File: src/include/sgcr_pkg.sv
`default_nettype none
// ----------------------------------------------------------------
// Global configuration bank, offsets 0x0B to 0x0F
// ----------------------------------------------------------------
package sgcr_pkg;

  // ----------------------------------------------------------------
  // Register offsets
  // ----------------------------------------------------------------
  localparam logic [7:0] OFF_MGMT_CLOCK_SELECT = 8'h0b;
  localparam logic [7:0] OFF_PRIORITY_MAP_LOW = 8'h0c;
  localparam logic [7:0] OFF_PRIORITY_MAP_HIGH = 8'h0d;
  localparam logic [7:0] OFF_UNKNOWN_DEST_FORWARDING = 8'h0e;
  localparam logic [7:0] OFF_PHY_BASE_ADDRESS = 8'h0f;

  // ----------------------------------------------------------------
  // Field positions
  // ----------------------------------------------------------------
  localparam int CLK_SEL_LSB = 6;
  localparam int CLK_SEL_WIDTH = 2;
  localparam int CLK_RSVD_LSB = 2;
  localparam int UNK_EN_BIT = 7;
  localparam int PAD_DRIVE_BIT = 6;
  localparam int UNK_MASK_LSB = 0;
  localparam int PORT_COUNT = 3;
  localparam int PHY_ADDR_LSB = 3;
  localparam int PHY_ADDR_WIDTH = 5;
  localparam int PRIO_WIDTH = 2;

  // ----------------------------------------------------------------
  // Interface clock select codes
  // ----------------------------------------------------------------
  typedef enum logic [1:0] {
    SGCR_CLK_31M25 = 2'h0,
    SGCR_CLK_62M5 = 2'h1,
    SGCR_CLK_125M = 2'h2
  } sgcr_clk_sel_t;

  // ----------------------------------------------------------------
  // Values after reset, and PHY address codes refused on write
  // ----------------------------------------------------------------
  localparam logic [1:0] RST_CLK_SEL = 2'h2;
  localparam logic [1:0] RST_CLK_RSVD = 2'h2;
  localparam logic [7:0] RST_PRIO_LOW = 8'h50;
  localparam logic [7:0] RST_PRIO_HIGH = 8'hfa;
  localparam logic RST_UNK_EN = 1'b0;
  localparam logic RST_PAD_DRIVE = 1'b1;
  localparam logic [2:0] RST_UNK_MASK = 3'h7;
  localparam logic [4:0] RST_PHY_ADDR = 5'h01;
  localparam logic [4:0] PHY_ADDR_NONE = 5'h00;
  localparam logic [4:0] PHY_ADDR_TOP_A = 5'h1e;
  localparam logic [4:0] PHY_ADDR_TOP_B = 5'h1f;

endpackage : sgcr_pkg
`default_nettype wire

File: src/rtl/sgcr_prio_lookup.sv
`timescale 1ns/1ps
`default_nettype none
// ----------------------------------------------------------------
// 802.1p tag to egress queue priority lookup
// ----------------------------------------------------------------
module sgcr_prio_lookup (
  input wire logic clk_sys,
  input wire logic rst_n,
  input wire logic [7:0] prioMapLow,
  input wire logic [7:0] prioMapHigh,
  input wire logic pcpValid,
  input wire logic [2:0] pcp,
  output logic framePrioValid,
  output logic [1:0] framePrio
);

  logic next_framePrioValid;
  logic [1:0] next_framePrio;
  logic [15:0] fullMap;

  // Pick the two-bit field of one tag value from the packed map
  function automatic logic [1:0] pickPrio(input logic [15:0] map,
                                          input logic [2:0] tag);
    pickPrio = map[{tag, 1'b0} +: 2];
  endfunction : pickPrio

  // Lower tag values sit in lower bits, so the low register goes last, in the bottom byte
  // tag field select
  assign fullMap = {prioMapHigh, prioMapLow};

  // Next lookup result
  always_comb begin
    next_framePrioValid = pcpValid;
    next_framePrio = framePrio;
    if (pcpValid) begin
      next_framePrio = pickPrio(fullMap, pcp);
    end
  end

  // Result is registered; it holds until the next valid tag
  always_ff @(posedge clk_sys) begin
    if (!rst_n) begin
      framePrioValid <= 1'b0;
      framePrio <= 2'h0;
    end else begin
      framePrioValid <= next_framePrioValid;
      framePrio <= next_framePrio;
    end
  end

endmodule : sgcr_prio_lookup
`default_nettype wire

File: src/rtl/sgcr_regs.sv
`timescale 1ns/1ps
`default_nettype none
module sgcr_regs (
  input wire logic clk_sys,
  input wire logic rst_n,
  // Register access from the management serial decoder
  input wire logic [7:0] regAddr,
  input wire logic regWrEn,
  input wire logic [7:0] regWrData,
  input wire logic regRdEn,
  output logic regHit,
  output logic regRdValid,
  output logic [7:0] regRdData,
  // Management interface clock choice
  output logic [1:0] mgmtClkSel,
  // Priority lookup for tagged ingress frames
  input wire logic pcpValid,
  input wire logic [2:0] pcp,
  output logic framePrioValid,
  output logic [1:0] framePrio,
  // Forwarding decision for a lookup miss
  input wire logic missValid,
  input wire logic [2:0] missDefaultPorts,
  output logic missPortsValid,
  output logic [2:0] missPorts,
  // PHY management addresses
  output logic [4:0] phyAddrPort1,
  output logic [4:0] phyAddrPort2
);

  // ----------------------------------------------------------------
  // Stored fields
  // ----------------------------------------------------------------
  logic [1:0] clkSel;
  logic [1:0] next_clkSel;
  logic [1:0] prio_map_pcp_zero;
  logic [1:0] prio_map_pcp_one;
  logic [1:0] prio_map_pcp_two;
  logic [1:0] prio_map_pcp_three;
  logic [1:0] prio_map_pcp_four;
  logic [1:0] prio_map_pcp_five;
  logic [1:0] prio_map_pcp_six;
  logic [1:0] prio_map_pcp_seven;
  logic [7:0] prioLow;
  logic [7:0] prioHigh;
  logic [7:0] next_prioLow;
  logic [7:0] next_prioHigh;
  logic unkEn;
  logic next_unkEn;
  logic padDrive;
  logic next_padDrive;
  logic [2:0] unkMask;
  logic [2:0] next_unkMask;
  logic [4:0] phyAddr;
  logic [4:0] next_phyAddr;

  // Read and forwarding output state
  logic next_regRdValid;
  logic [7:0] next_regRdData;
  logic next_missPortsValid;
  logic [2:0] next_missPorts;
  logic [4:0] next_phyAddrPort1;
  logic [4:0] next_phyAddrPort2;

  // ----------------------------------------------------------------
  // Helpers
  // ----------------------------------------------------------------

  // Address hit test, drives only the regHit output; the write and read paths decode regAddr in their own case statements
  function automatic logic isOwnOffset(input logic [7:0] addr);
    isOwnOffset = (addr == sgcr_pkg::OFF_MGMT_CLOCK_SELECT) ||
                  (addr == sgcr_pkg::OFF_PRIORITY_MAP_LOW) ||
                  (addr == sgcr_pkg::OFF_PRIORITY_MAP_HIGH) ||
                  (addr == sgcr_pkg::OFF_UNKNOWN_DEST_FORWARDING) ||
                  (addr == sgcr_pkg::OFF_PHY_BASE_ADDRESS);
  endfunction : isOwnOffset

  // Codes with no PHY behind them; also guards the port 2 overflow
  function automatic logic isPhyAddrLegal(input logic [4:0] addr);
    isPhyAddrLegal = (addr != sgcr_pkg::PHY_ADDR_NONE) &&
                     (addr != sgcr_pkg::PHY_ADDR_TOP_A) &&
                     (addr != sgcr_pkg::PHY_ADDR_TOP_B);
  endfunction : isPhyAddrLegal

  // Named views of the map fields
  assign prio_map_pcp_zero = prioLow[1:0];
  assign prio_map_pcp_one = prioLow[3:2];
  assign prio_map_pcp_two = prioLow[5:4];
  assign prio_map_pcp_three = prioLow[7:6];
  assign prio_map_pcp_four = prioHigh[1:0];
  assign prio_map_pcp_five = prioHigh[3:2];
  assign prio_map_pcp_six = prioHigh[5:4];
  assign prio_map_pcp_seven = prioHigh[7:6];

  assign regHit = isOwnOffset(regAddr);
  assign mgmtClkSel = clkSel;

  // ----------------------------------------------------------------
  // Register writes
  // ----------------------------------------------------------------

  // Only the writable fields take data; reserved bits are not stored
  always_comb begin
    next_clkSel = clkSel;
    next_prioLow = prioLow;
    next_prioHigh = prioHigh;
    next_unkEn = unkEn;
    next_padDrive = padDrive;
    next_unkMask = unkMask;
    next_phyAddr = phyAddr;
    if (regWrEn) begin
      unique case (regAddr)
        sgcr_pkg::OFF_MGMT_CLOCK_SELECT: begin
          next_clkSel = regWrData[sgcr_pkg::CLK_SEL_LSB +:
                                  sgcr_pkg::CLK_SEL_WIDTH];
        end
        sgcr_pkg::OFF_PRIORITY_MAP_LOW: begin
          next_prioLow = regWrData;
        end
        sgcr_pkg::OFF_PRIORITY_MAP_HIGH: begin
          next_prioHigh = regWrData;
        end
        sgcr_pkg::OFF_UNKNOWN_DEST_FORWARDING: begin
          next_unkEn = regWrData[sgcr_pkg::UNK_EN_BIT];
          next_padDrive = regWrData[sgcr_pkg::PAD_DRIVE_BIT];
          next_unkMask = regWrData[sgcr_pkg::UNK_MASK_LSB +:
                                   sgcr_pkg::PORT_COUNT];
        end
        sgcr_pkg::OFF_PHY_BASE_ADDRESS: begin
          if (isPhyAddrLegal(regWrData[sgcr_pkg::PHY_ADDR_LSB +:
                                       sgcr_pkg::PHY_ADDR_WIDTH])) begin
            next_phyAddr = regWrData[sgcr_pkg::PHY_ADDR_LSB +:
                                     sgcr_pkg::PHY_ADDR_WIDTH];
          end
        end
        default: begin
          // Offsets of other banks are left to their owners
        end
      endcase
    end
  end

  always_ff @(posedge clk_sys) begin
    if (!rst_n) begin
      clkSel <= sgcr_pkg::RST_CLK_SEL;
      prioLow <= sgcr_pkg::RST_PRIO_LOW;
      prioHigh <= sgcr_pkg::RST_PRIO_HIGH;
      unkEn <= sgcr_pkg::RST_UNK_EN;
      padDrive <= sgcr_pkg::RST_PAD_DRIVE;
      unkMask <= sgcr_pkg::RST_UNK_MASK;
      phyAddr <= sgcr_pkg::RST_PHY_ADDR;
    end else begin
      clkSel <= next_clkSel;
      prioLow <= next_prioLow;
      prioHigh <= next_prioHigh;
      unkEn <= next_unkEn;
      padDrive <= next_padDrive;
      unkMask <= next_unkMask;
      phyAddr <= next_phyAddr;
    end
  end

  // ----------------------------------------------------------------
  // Register reads
  // ----------------------------------------------------------------

  // Read data is registered; misses return zero so an outer mux may OR
  always_comb begin
    next_regRdValid = regRdEn;
    next_regRdData = 8'h00;
    if (regRdEn) begin
      unique case (regAddr)
        sgcr_pkg::OFF_MGMT_CLOCK_SELECT: begin
          next_regRdData[sgcr_pkg::CLK_SEL_LSB +:
                         sgcr_pkg::CLK_SEL_WIDTH] = clkSel;
          next_regRdData[sgcr_pkg::CLK_RSVD_LSB +: 2] =
            sgcr_pkg::RST_CLK_RSVD;
        end
        sgcr_pkg::OFF_PRIORITY_MAP_LOW: begin
          next_regRdData = {prio_map_pcp_three, prio_map_pcp_two,
                            prio_map_pcp_one, prio_map_pcp_zero};
        end
        sgcr_pkg::OFF_PRIORITY_MAP_HIGH: begin
          next_regRdData = {prio_map_pcp_seven, prio_map_pcp_six,
                            prio_map_pcp_five, prio_map_pcp_four};
        end
        sgcr_pkg::OFF_UNKNOWN_DEST_FORWARDING: begin
          next_regRdData[sgcr_pkg::UNK_EN_BIT] = unkEn;
          next_regRdData[sgcr_pkg::PAD_DRIVE_BIT] = padDrive;
          next_regRdData[sgcr_pkg::UNK_MASK_LSB +:
                         sgcr_pkg::PORT_COUNT] = unkMask;
        end
        sgcr_pkg::OFF_PHY_BASE_ADDRESS: begin
          next_regRdData[sgcr_pkg::PHY_ADDR_LSB +:
                         sgcr_pkg::PHY_ADDR_WIDTH] = phyAddr;
        end
        default: begin
          next_regRdData = 8'h00;
        end
      endcase
    end
  end

  always_ff @(posedge clk_sys) begin
    if (!rst_n) begin
      regRdValid <= 1'b0;
      regRdData <= 8'h00;
    end else begin
      regRdValid <= next_regRdValid;
      regRdData <= next_regRdData;
    end
  end

  // ----------------------------------------------------------------
  // Lookup-miss forwarding and PHY addresses
  // ----------------------------------------------------------------

  // The mask replaces the normal flood set only while enabled
  always_comb begin
    next_missPortsValid = missValid;
    next_missPorts = missPorts;
    if (missValid) begin
      if (unkEn) begin
        next_missPorts = unkMask;
      end else begin
        next_missPorts = missDefaultPorts;
      end
    end
    // Stored address is always legal, so the increment never wraps
    next_phyAddrPort1 = phyAddr;
    next_phyAddrPort2 = 5'(phyAddr + 5'h01);
  end

  always_ff @(posedge clk_sys) begin
    if (!rst_n) begin
      missPortsValid <= 1'b0;
      missPorts <= 3'h0;
      phyAddrPort1 <= sgcr_pkg::RST_PHY_ADDR;
      phyAddrPort2 <= 5'(sgcr_pkg::RST_PHY_ADDR + 5'h01);
    end else begin
      missPortsValid <= next_missPortsValid;
      missPorts <= next_missPorts;
      phyAddrPort1 <= next_phyAddrPort1;
      phyAddrPort2 <= next_phyAddrPort2;
    end
  end

  // ----------------------------------------------------------------
  // Priority lookup
  // ----------------------------------------------------------------

  sgcr_prio_lookup u_prio (
    .clk_sys(clk_sys),
    .rst_n(rst_n),
    .prioMapLow(prioLow),
    .prioMapHigh(prioHigh),
    .pcpValid(pcpValid),
    .pcp(pcp),
    .framePrioValid(framePrioValid),
    .framePrio(framePrio)
  );

endmodule : sgcr_regs
`default_nettype wire

File: config.mk
export PLATFORM = sky130hd
export DESIGN_NAME = sgcr_regs
export DESIGN_NICKNAME = d
export VERILOG_FILES = /design/src/include/sgcr_pkg.sv /design/src/rtl/sgcr_prio_lookup.sv /design/src/rtl/sgcr_regs.sv
export SDC_FILE = /design/constraint.sdc
export NUM_CORES = 1
export LEC_CHECK = 0
export ABC_AREA = 1
export BUFFER_PORTS_ARGS = -buffer_cell sky130_fd_sc_hd__buf_4
export CELL_PAD_IN_SITES_DETAIL_PLACEMENT = 1
export CELL_PAD_IN_SITES_GLOBAL_PLACEMENT = 1
export CORE_MARGIN = 3
export CORE_UTILIZATION = 25
export CTS_CLUSTER_DIAMETER = 150
export DETAILED_ROUTE_END_ITERATION = 6
export MAX_ROUTING_LAYER = met4
export PLACE_DENSITY_LB_ADDON = 0.1
export RECOVER_POWER = 50
export SLEW_MARGIN = 20
export SYNTH_ARGS = -nofsm -noshare
export SYNTH_HDL_FRONTEND = slang
export SYNTH_SLANG_ARGS = --single-unit
export TNS_END_PERCENT = 1
File: constraint.sdc
create_clock -name clk_sys -period 1.2 [get_ports clk_sys]
set_input_delay 0.06 -clock clk_sys [delete_from_list [all_inputs] [get_ports clk_sys]]
set_output_delay 0.06 -clock clk_sys [all_outputs]
set_load 0.005 [all_outputs]
==> results.md, run 1 <==
* Relative slew slack at 68.8%
* Number of nets in the layout at 439
* Worst ir drop on vdd at 0.427 mV
* Total instance count after detailed placement at 523
* Yosys top cell area share at 45.3%
* Proportion of power drawn by flip-flops and latches at 53.3%
* Starting Density at 25.8%
* Finished Layout Cells at 540
* Root Buffer: sky130_fd_sc_hd__clkbuf_8
* Slew @ Worst Pin at 0.467 ns
* Critical path peak fanout at 8
* Detailed-route DRC error count at 0
* Die X-Extent at 104 um
* Cell taking the most area after synthesis: sky130_fd_sc_hd__dfxtp_1
* Ranking of synthesized cells by area: sky130_fd_sc_hd__dfxtp_1 (45%), sky130_fd_sc_hd__nand2_1 (12%), sky130_fd_sc_hd__nand3_1 (8.2%)
* Static leakage at 1.60 nW
* Gp weighted congestion at 0.748
* Antenna violations before repair at 0
* Cell with the most instances after synthesis: sky130_fd_sc_hd__nand2_1
* Path type of the worst min-delay path: input pin to flop
* Asr flop ratio synth at 0%
* Number of top-level pins at 57
* Utilization after layout at 34.6%
* Number of DRC markers in iteration 0 at 44
* Layout cells sized above 1 at 20.7%
* Data required time at the worst endpoint at 1.14 ns
* Result of the run: completed
* Tightest hold margin at 0.0151 ns
* Top FF cell, synth: sky130_fd_sc_hd__dfxtp_1
* Port bufs at 56
* Sequential share of the synthesized area at 45.3%
* Setup repair after global routing missed its margin: no
* Crit path time final at 1.02 ns
* CTS tree: done
* Library cells used by synthesis at 24
* Portion of the clock cycle consumed by the worst path in the final layout at 84.9%
* Max clock buf depth at 2
* Max capacitance violation total at 0
* Max Clock Freq at 982 MHz
* Via density at 4.31
* Sort of element at the end of the critical path: output port
* Post-route clock skew at 0.00324 ns
* Largest net degree at the start of global routing at 18
* Wire length of the first global-routing pass at 11800 um
* Die ar. at 0.0108 mm^2
* Per-instance average area after synthesis at 7.19 um^2
* Power spent charging and discharging nets at 831 uW
* Final number of max-transition violations at 0
* Count of hold-fix buffers inserted at cts at 9
* Via count of the routed design at 2328
* Number of failing setup endpoints in the final timing report at 0
* Power density of the placed cells at 1070 mW/mm^2
* Core area at 0.00924 mm^2
* Crit Path Category: input pin to output port
* Gr usage total at 14.0%
* Number of buffers inserted by post-CTS setup repair at 0
* Remaining antenna violation count at 0
* Grt total ovfl at 0
* Synthesized Nets at 361
* H-Tree Depth at 2
* Total power at 3.41 mW
* Synth Register Bits at 54
* Die outline height at 104 um
* Summed negative setup slack over all endpoints at 0 ns
* Number of endpoints with negative hold slack in the final report at 0
* Vias in the first global route at 2342
* HPWL Detailed at 5760 um
* Top post-synthesis cells by count: sky130_fd_sc_hd__nand2_1 (75), sky130_fd_sc_hd__dfxtp_1 (54), sky130_fd_sc_hd__nor2_1 (43), sky130_fd_sc_hd__inv_1 (42), sky130_fd_sc_hd__nand3_1 (39)
* TritonCTS buffer count at 5
* Sinks on Clock Net at 54
* Ant diodes at 0
* P_int at 2.58 mW
* Switching part of the total power at 24.3%
* Number of gates resized after CTS at 0
* WL final at 7160 um
* EDFF count, synth at 0
* Startpoint class of the critical path: input pin
* Fillcell total at 1184
* Clock-pin slew on the worst setup and hold paths at 0.10 ns
* DR WL/cell at 13.3 um
* Clock power frac at 37.1%
* Area grow syn2layout at 33.8%
* Warnings from Yosys at 0
* Worst skew pair latency at 0.31 ns
* First-pass iteration count of the detailed router at 4
* Number of instances in the synthesized netlist at 332
* Combinational share of power at 9.6%
* Post-synthesis instance area at 0.00239 mm^2
* Core Rows at 35
* Data arrival time at the worst-slack endpoint at 0.96 ns
## through the flow
step	cell area (um^2)	setup WS, ns
3_3_place_gp	3030	0.0216
5_1_grt	3190	0.0704
3_5_place_dp	3030	-0.0118
2_1_floorplan	2390	0.210
6_report	3190	0.181
4_1_cts	3240	0.139
## final cells by class
class | count | area [um^2] | share of cell area, %
Inverter | 45 | 169 | 5.29
Multi-Input combinational cell | 225 | 1080 | 33.8
Tap cell | 129 | 161 | 5.05
Timing Repair Buffer | 79 | 589 | 18.4
Sequential cell | 54 | 1080 | 33.8
Clock buffer | 5 | 68.8 | 2.15
Clock inverter | 3 | 45.0 | 1.41
## final timing paths
| path | start | cells past startpoint | slack (ns) | to |
|---|---|---|---|---|
| min | regWrData[3] | 3 | 0.02 | prioHigh[3]$_SDFFE_PN1P_ |
| max reg2reg | next_phyAddrPort1[0]$_SDFFE_PN1P_ | 2 | 0.22 | phyAddrPort2[1]$_SDFF_PN1_ |
| max | regAddr[7] | 8 | 0.18 | regHit |
| min reg2reg | padDrive$_SDFFE_PN1P_ | 2 | 0.50 | padDrive$_SDFFE_PN1P_ |
## power groups by stage
stage	clock network [mW]	logic, mW	registers [mW]
2_1_floorplan	0	0.137	1.86
3_3_place_gp	0	0.316	1.86
3_5_place_dp	0	0.317	1.86
4_1_cts	1.33	0.341	1.82
5_1_grt	1.41	0.364	1.82
6_report	1.27	0.327	1.82
## critical path, cell delays in order
cell                      delay (ns)
sky130_fd_sc_hd__buf_4          0.11
sky130_fd_sc_hd__inv_1          0.04
sky130_fd_sc_hd__nand2_1        0.11
sky130_fd_sc_hd__nor2_8         0.17
sky130_fd_sc_hd__buf_4          0.18
sky130_fd_sc_hd__nand2_1        0.08
sky130_fd_sc_hd__nand2_1        0.09
sky130_fd_sc_hd__buf_4          0.11
## state kept, by name (all words and copies together), names as in the netlist
signal                 flops
prioHigh                   8
unkEn                      1
phyAddrPort2               5
u_prio.framePrioValid      1
next_phyAddrPort1          5
missPortsValid             1
u_prio.framePrio           2
phyAddrPort1               5
prioLow                    8
mgmtClkSel                 2
regRdValid                 1
missPorts                  3
regRdData                  8
padDrive                   1
unkMask                    3
## metal layers
layer  track usage [%]  up-vias  part of all wire [%]
li1                  -     1219                     -
met1              19.3     1061                    51
met2              21.0       41                    44
met3              2.87        7                   3.9
met4              3.42        0                   1.0
met5                 -        -                     0
## cells in the final DEF (no fill, tap or decap), drive strengths merged, types with 2 or more instances in the layout
master        n
nand2        79
clkbuf       28
dfxtp        54
buf          47
clkinvlp      2
nor2         50
a21oi         6
o211ai        9
inv          45
nand3        41
o21ai        22
nand4         9
dlygate4sd3   9
xor2          2
a31oi         3
## cell families after synthesis
family / Yosys count / share of synthesized area [%]
simple gates: 181 / 34.9
flops: 54 / 45.3
buf+inv: 53 / 8.75
compound gates: 40 / 9.49
xor+xnor: 3 / 1.10
fa+ha+maj: 1 / 0.524
Power figures use the tool's default switching activity.
==> inputs of run 2 (changes only) <==
Clock period 1.2 ns to 1 ns, I/O delays scaled along.
==> results.md, run 2 (synthesis gave the netlist of run 1 again) <==
* Result of the run: completed
* Vias in the first global route at 2390
* HPWL Detailed at 5760 um
* Data arrival time at the worst-slack endpoint at 0.90 ns
* WL final at 7220 um
* Port bufs at 56
* Core Rows at 35
* Design Area, Final at 0.00333 mm^2
* First-pass iteration count of the detailed router at 4
* Cell count of the worst reg-to-reg path at 2
* Max clock buf depth at 2
* Post-route clock skew at 0.0104 ns
* Antenna violations before repair at 0
* Die X-Extent at 104 um
* Ant diodes at 0
* Largest net degree at the start of global routing at 21
* Finished Layout Cells at 553
* Worst path cell trace: buf_4 -> inv_1 -> nand2_1 -> nor2_8 -> buf_4 -> nand2_1 -> nand2_1 -> buf_4
* Crit path time final at 0.952 ns
* Clock-pin slew on the worst setup and hold paths at 0.10 ns
* Relative slew slack at 69.0%
* Via density at 4.27
* Number of top-level pins at 57
* Top Registers: prioHigh x8, prioLow x8, regRdData x8
* Static leakage at 1.67 nW
* Placed standard-cell area at 0.00312 mm^2
* Die outline height at 104 um
* Sinks on Clock Net at 54
* H-Tree Depth at 2
* Crit Path Category: input pin to output port
* Worst skew pair latency at 0.31 ns
* Portion of the clock cycle consumed by the worst path in the final layout at 95.2%
* Wire length of the first global-routing pass at 12100 um
* Critical path depth at 8
* Layout cells sized above 1 at 26.7%
* Root Buffer: sky130_fd_sc_hd__clkbuf_8
* Gr usage total at 14.2%
* Number of buffers inserted by post-CTS setup repair at 0
* Detailed-route DRC error count at 0
* CTS tree: done
* Number of nets in the layout at 452
* TritonCTS buffer count at 5
* Data required time at the worst endpoint at 0.95 ns
* Critical path peak fanout at 7
* Die ar. at 0.0108 mm^2
* Path type of the worst min-delay path: input pin to flop
* Core area at 0.00924 mm^2
* Gp weighted congestion at 0.751
* Remaining antenna violation count at 0
* Max Clock Freq at 1050 MHz
* Final number of max-transition violations at 0
* Number of failing setup endpoints in the final timing report at 0
* Grt total ovfl at 0
* Critical path's slowest cell: sky130_fd_sc_hd__nor2_8
* Commonest non-fill, non-tap cells in the layout: sky130_fd_sc_hd__nand2_1 (75), sky130_fd_sc_hd__buf_4 (63), sky130_fd_sc_hd__dfxtp_1 (49)
* Number of endpoints with negative hold slack in the final report at 0
* Max capacitance violation total at 0
* Setup repair after global routing missed its margin: yes
* Most common cell after layout, fill and taps aside: sky130_fd_sc_hd__nand2_1
* Starting Density at 25.8%
* Area grow syn2layout at 39.5%
* Startpoint class of the critical path: input pin
* Power density of the placed cells at 1180 mW/mm^2
* Dominant delay contributor by cell family on the critical path: simple AND/OR/NAND/NOR gates
* Via count of the routed design at 2364
* Total instance count after detailed placement at 535
* DR WL/cell at 13.0 um
* Worst hold stages at 3
* Number of DRC markers in iteration 0 at 48
* Slew @ Worst Pin at 0.465 ns
* CP max stage delay at 0.17 ns
* Worst ir drop on vdd at 0.654 mV
* WP buf/inv at 4
* Sort of element at the end of the critical path: output port
==> run 2: per-layer routing <==
metal,GRT usage [%],wire length (um)
met1,19.9,3730
met2,21.4,3100
met3,2.80,318
met4,2.85,62
met5,-,0
==> run 2: area by class of cell <==
class                   instances  area (um^2)
repair buffers                 92          708
fillers                      1163         5910
flip-flops and latches         54         1090
well taps                     129          161
multi-input cells             225         1110
clock buffers                   5         68.8
clock inverters                 3         25.0
inverters                      45          169
==> run 2: worst min-delay path, cell delays in order <==
cell and delay [ns]:
sky130_fd_sc_hd__buf_4 0.12, sky130_fd_sc_hd__nor2_1 0.05, sky130_fd_sc_hd__nor2_1 0.08
==> run 2: where the power goes <==
group / switching, mW / internal [mW]
Clock: 0.796 / 0.508
Combinational: 0.223 / 0.205
Sequential: 0.0101 / 2.17
==> run 2: through the flow <==
stage	setup WS, ns	util [%]	power [mW]	setup TNS [ns]	hold slack [ns]
2_1_floorplan	0.00984	-	2.40	0	0.143
3_3_place_gp	-0.150	33.8	2.64	-2.71	0.263
3_5_place_dp	-0.210	33.8	2.64	-4.32	0.270
4_1_cts	0.00446	35.9	4.00	0	0.00125
5_1_grt	-0.0283	36.0	4.10	-0.0921	0.0402
6_report	0.0481	36.0	3.92	0	0.0196
==> run 2: final timing paths <==
kind	startpoint	end	slack, ns
worst max-delay path	regAddr[6]	regHit	0.05
worst min-delay path	regWrData[7]	prioLow[7]$_SDFFE_PN0P_	0.02
worst max register to register	next_phyAddrPort1[0]$_SDFFE_PN1P_	phyAddrPort2[1]$_SDFF_PN1_	0.05
worst min register to register	prioHigh[0]$_SDFFE_PN0P_	prioHigh[0]$_SDFFE_PN0P_	0.49
==> run 2: repair_timing <==
| action | CTS | global route |
|---|---|---|
| setup endpoints to repair | 1 | 6 |
| hold endpoints to repair | 15 | 0 |
| resized for setup | 1 | 10 |
| hold buffers | 10 | 0 |
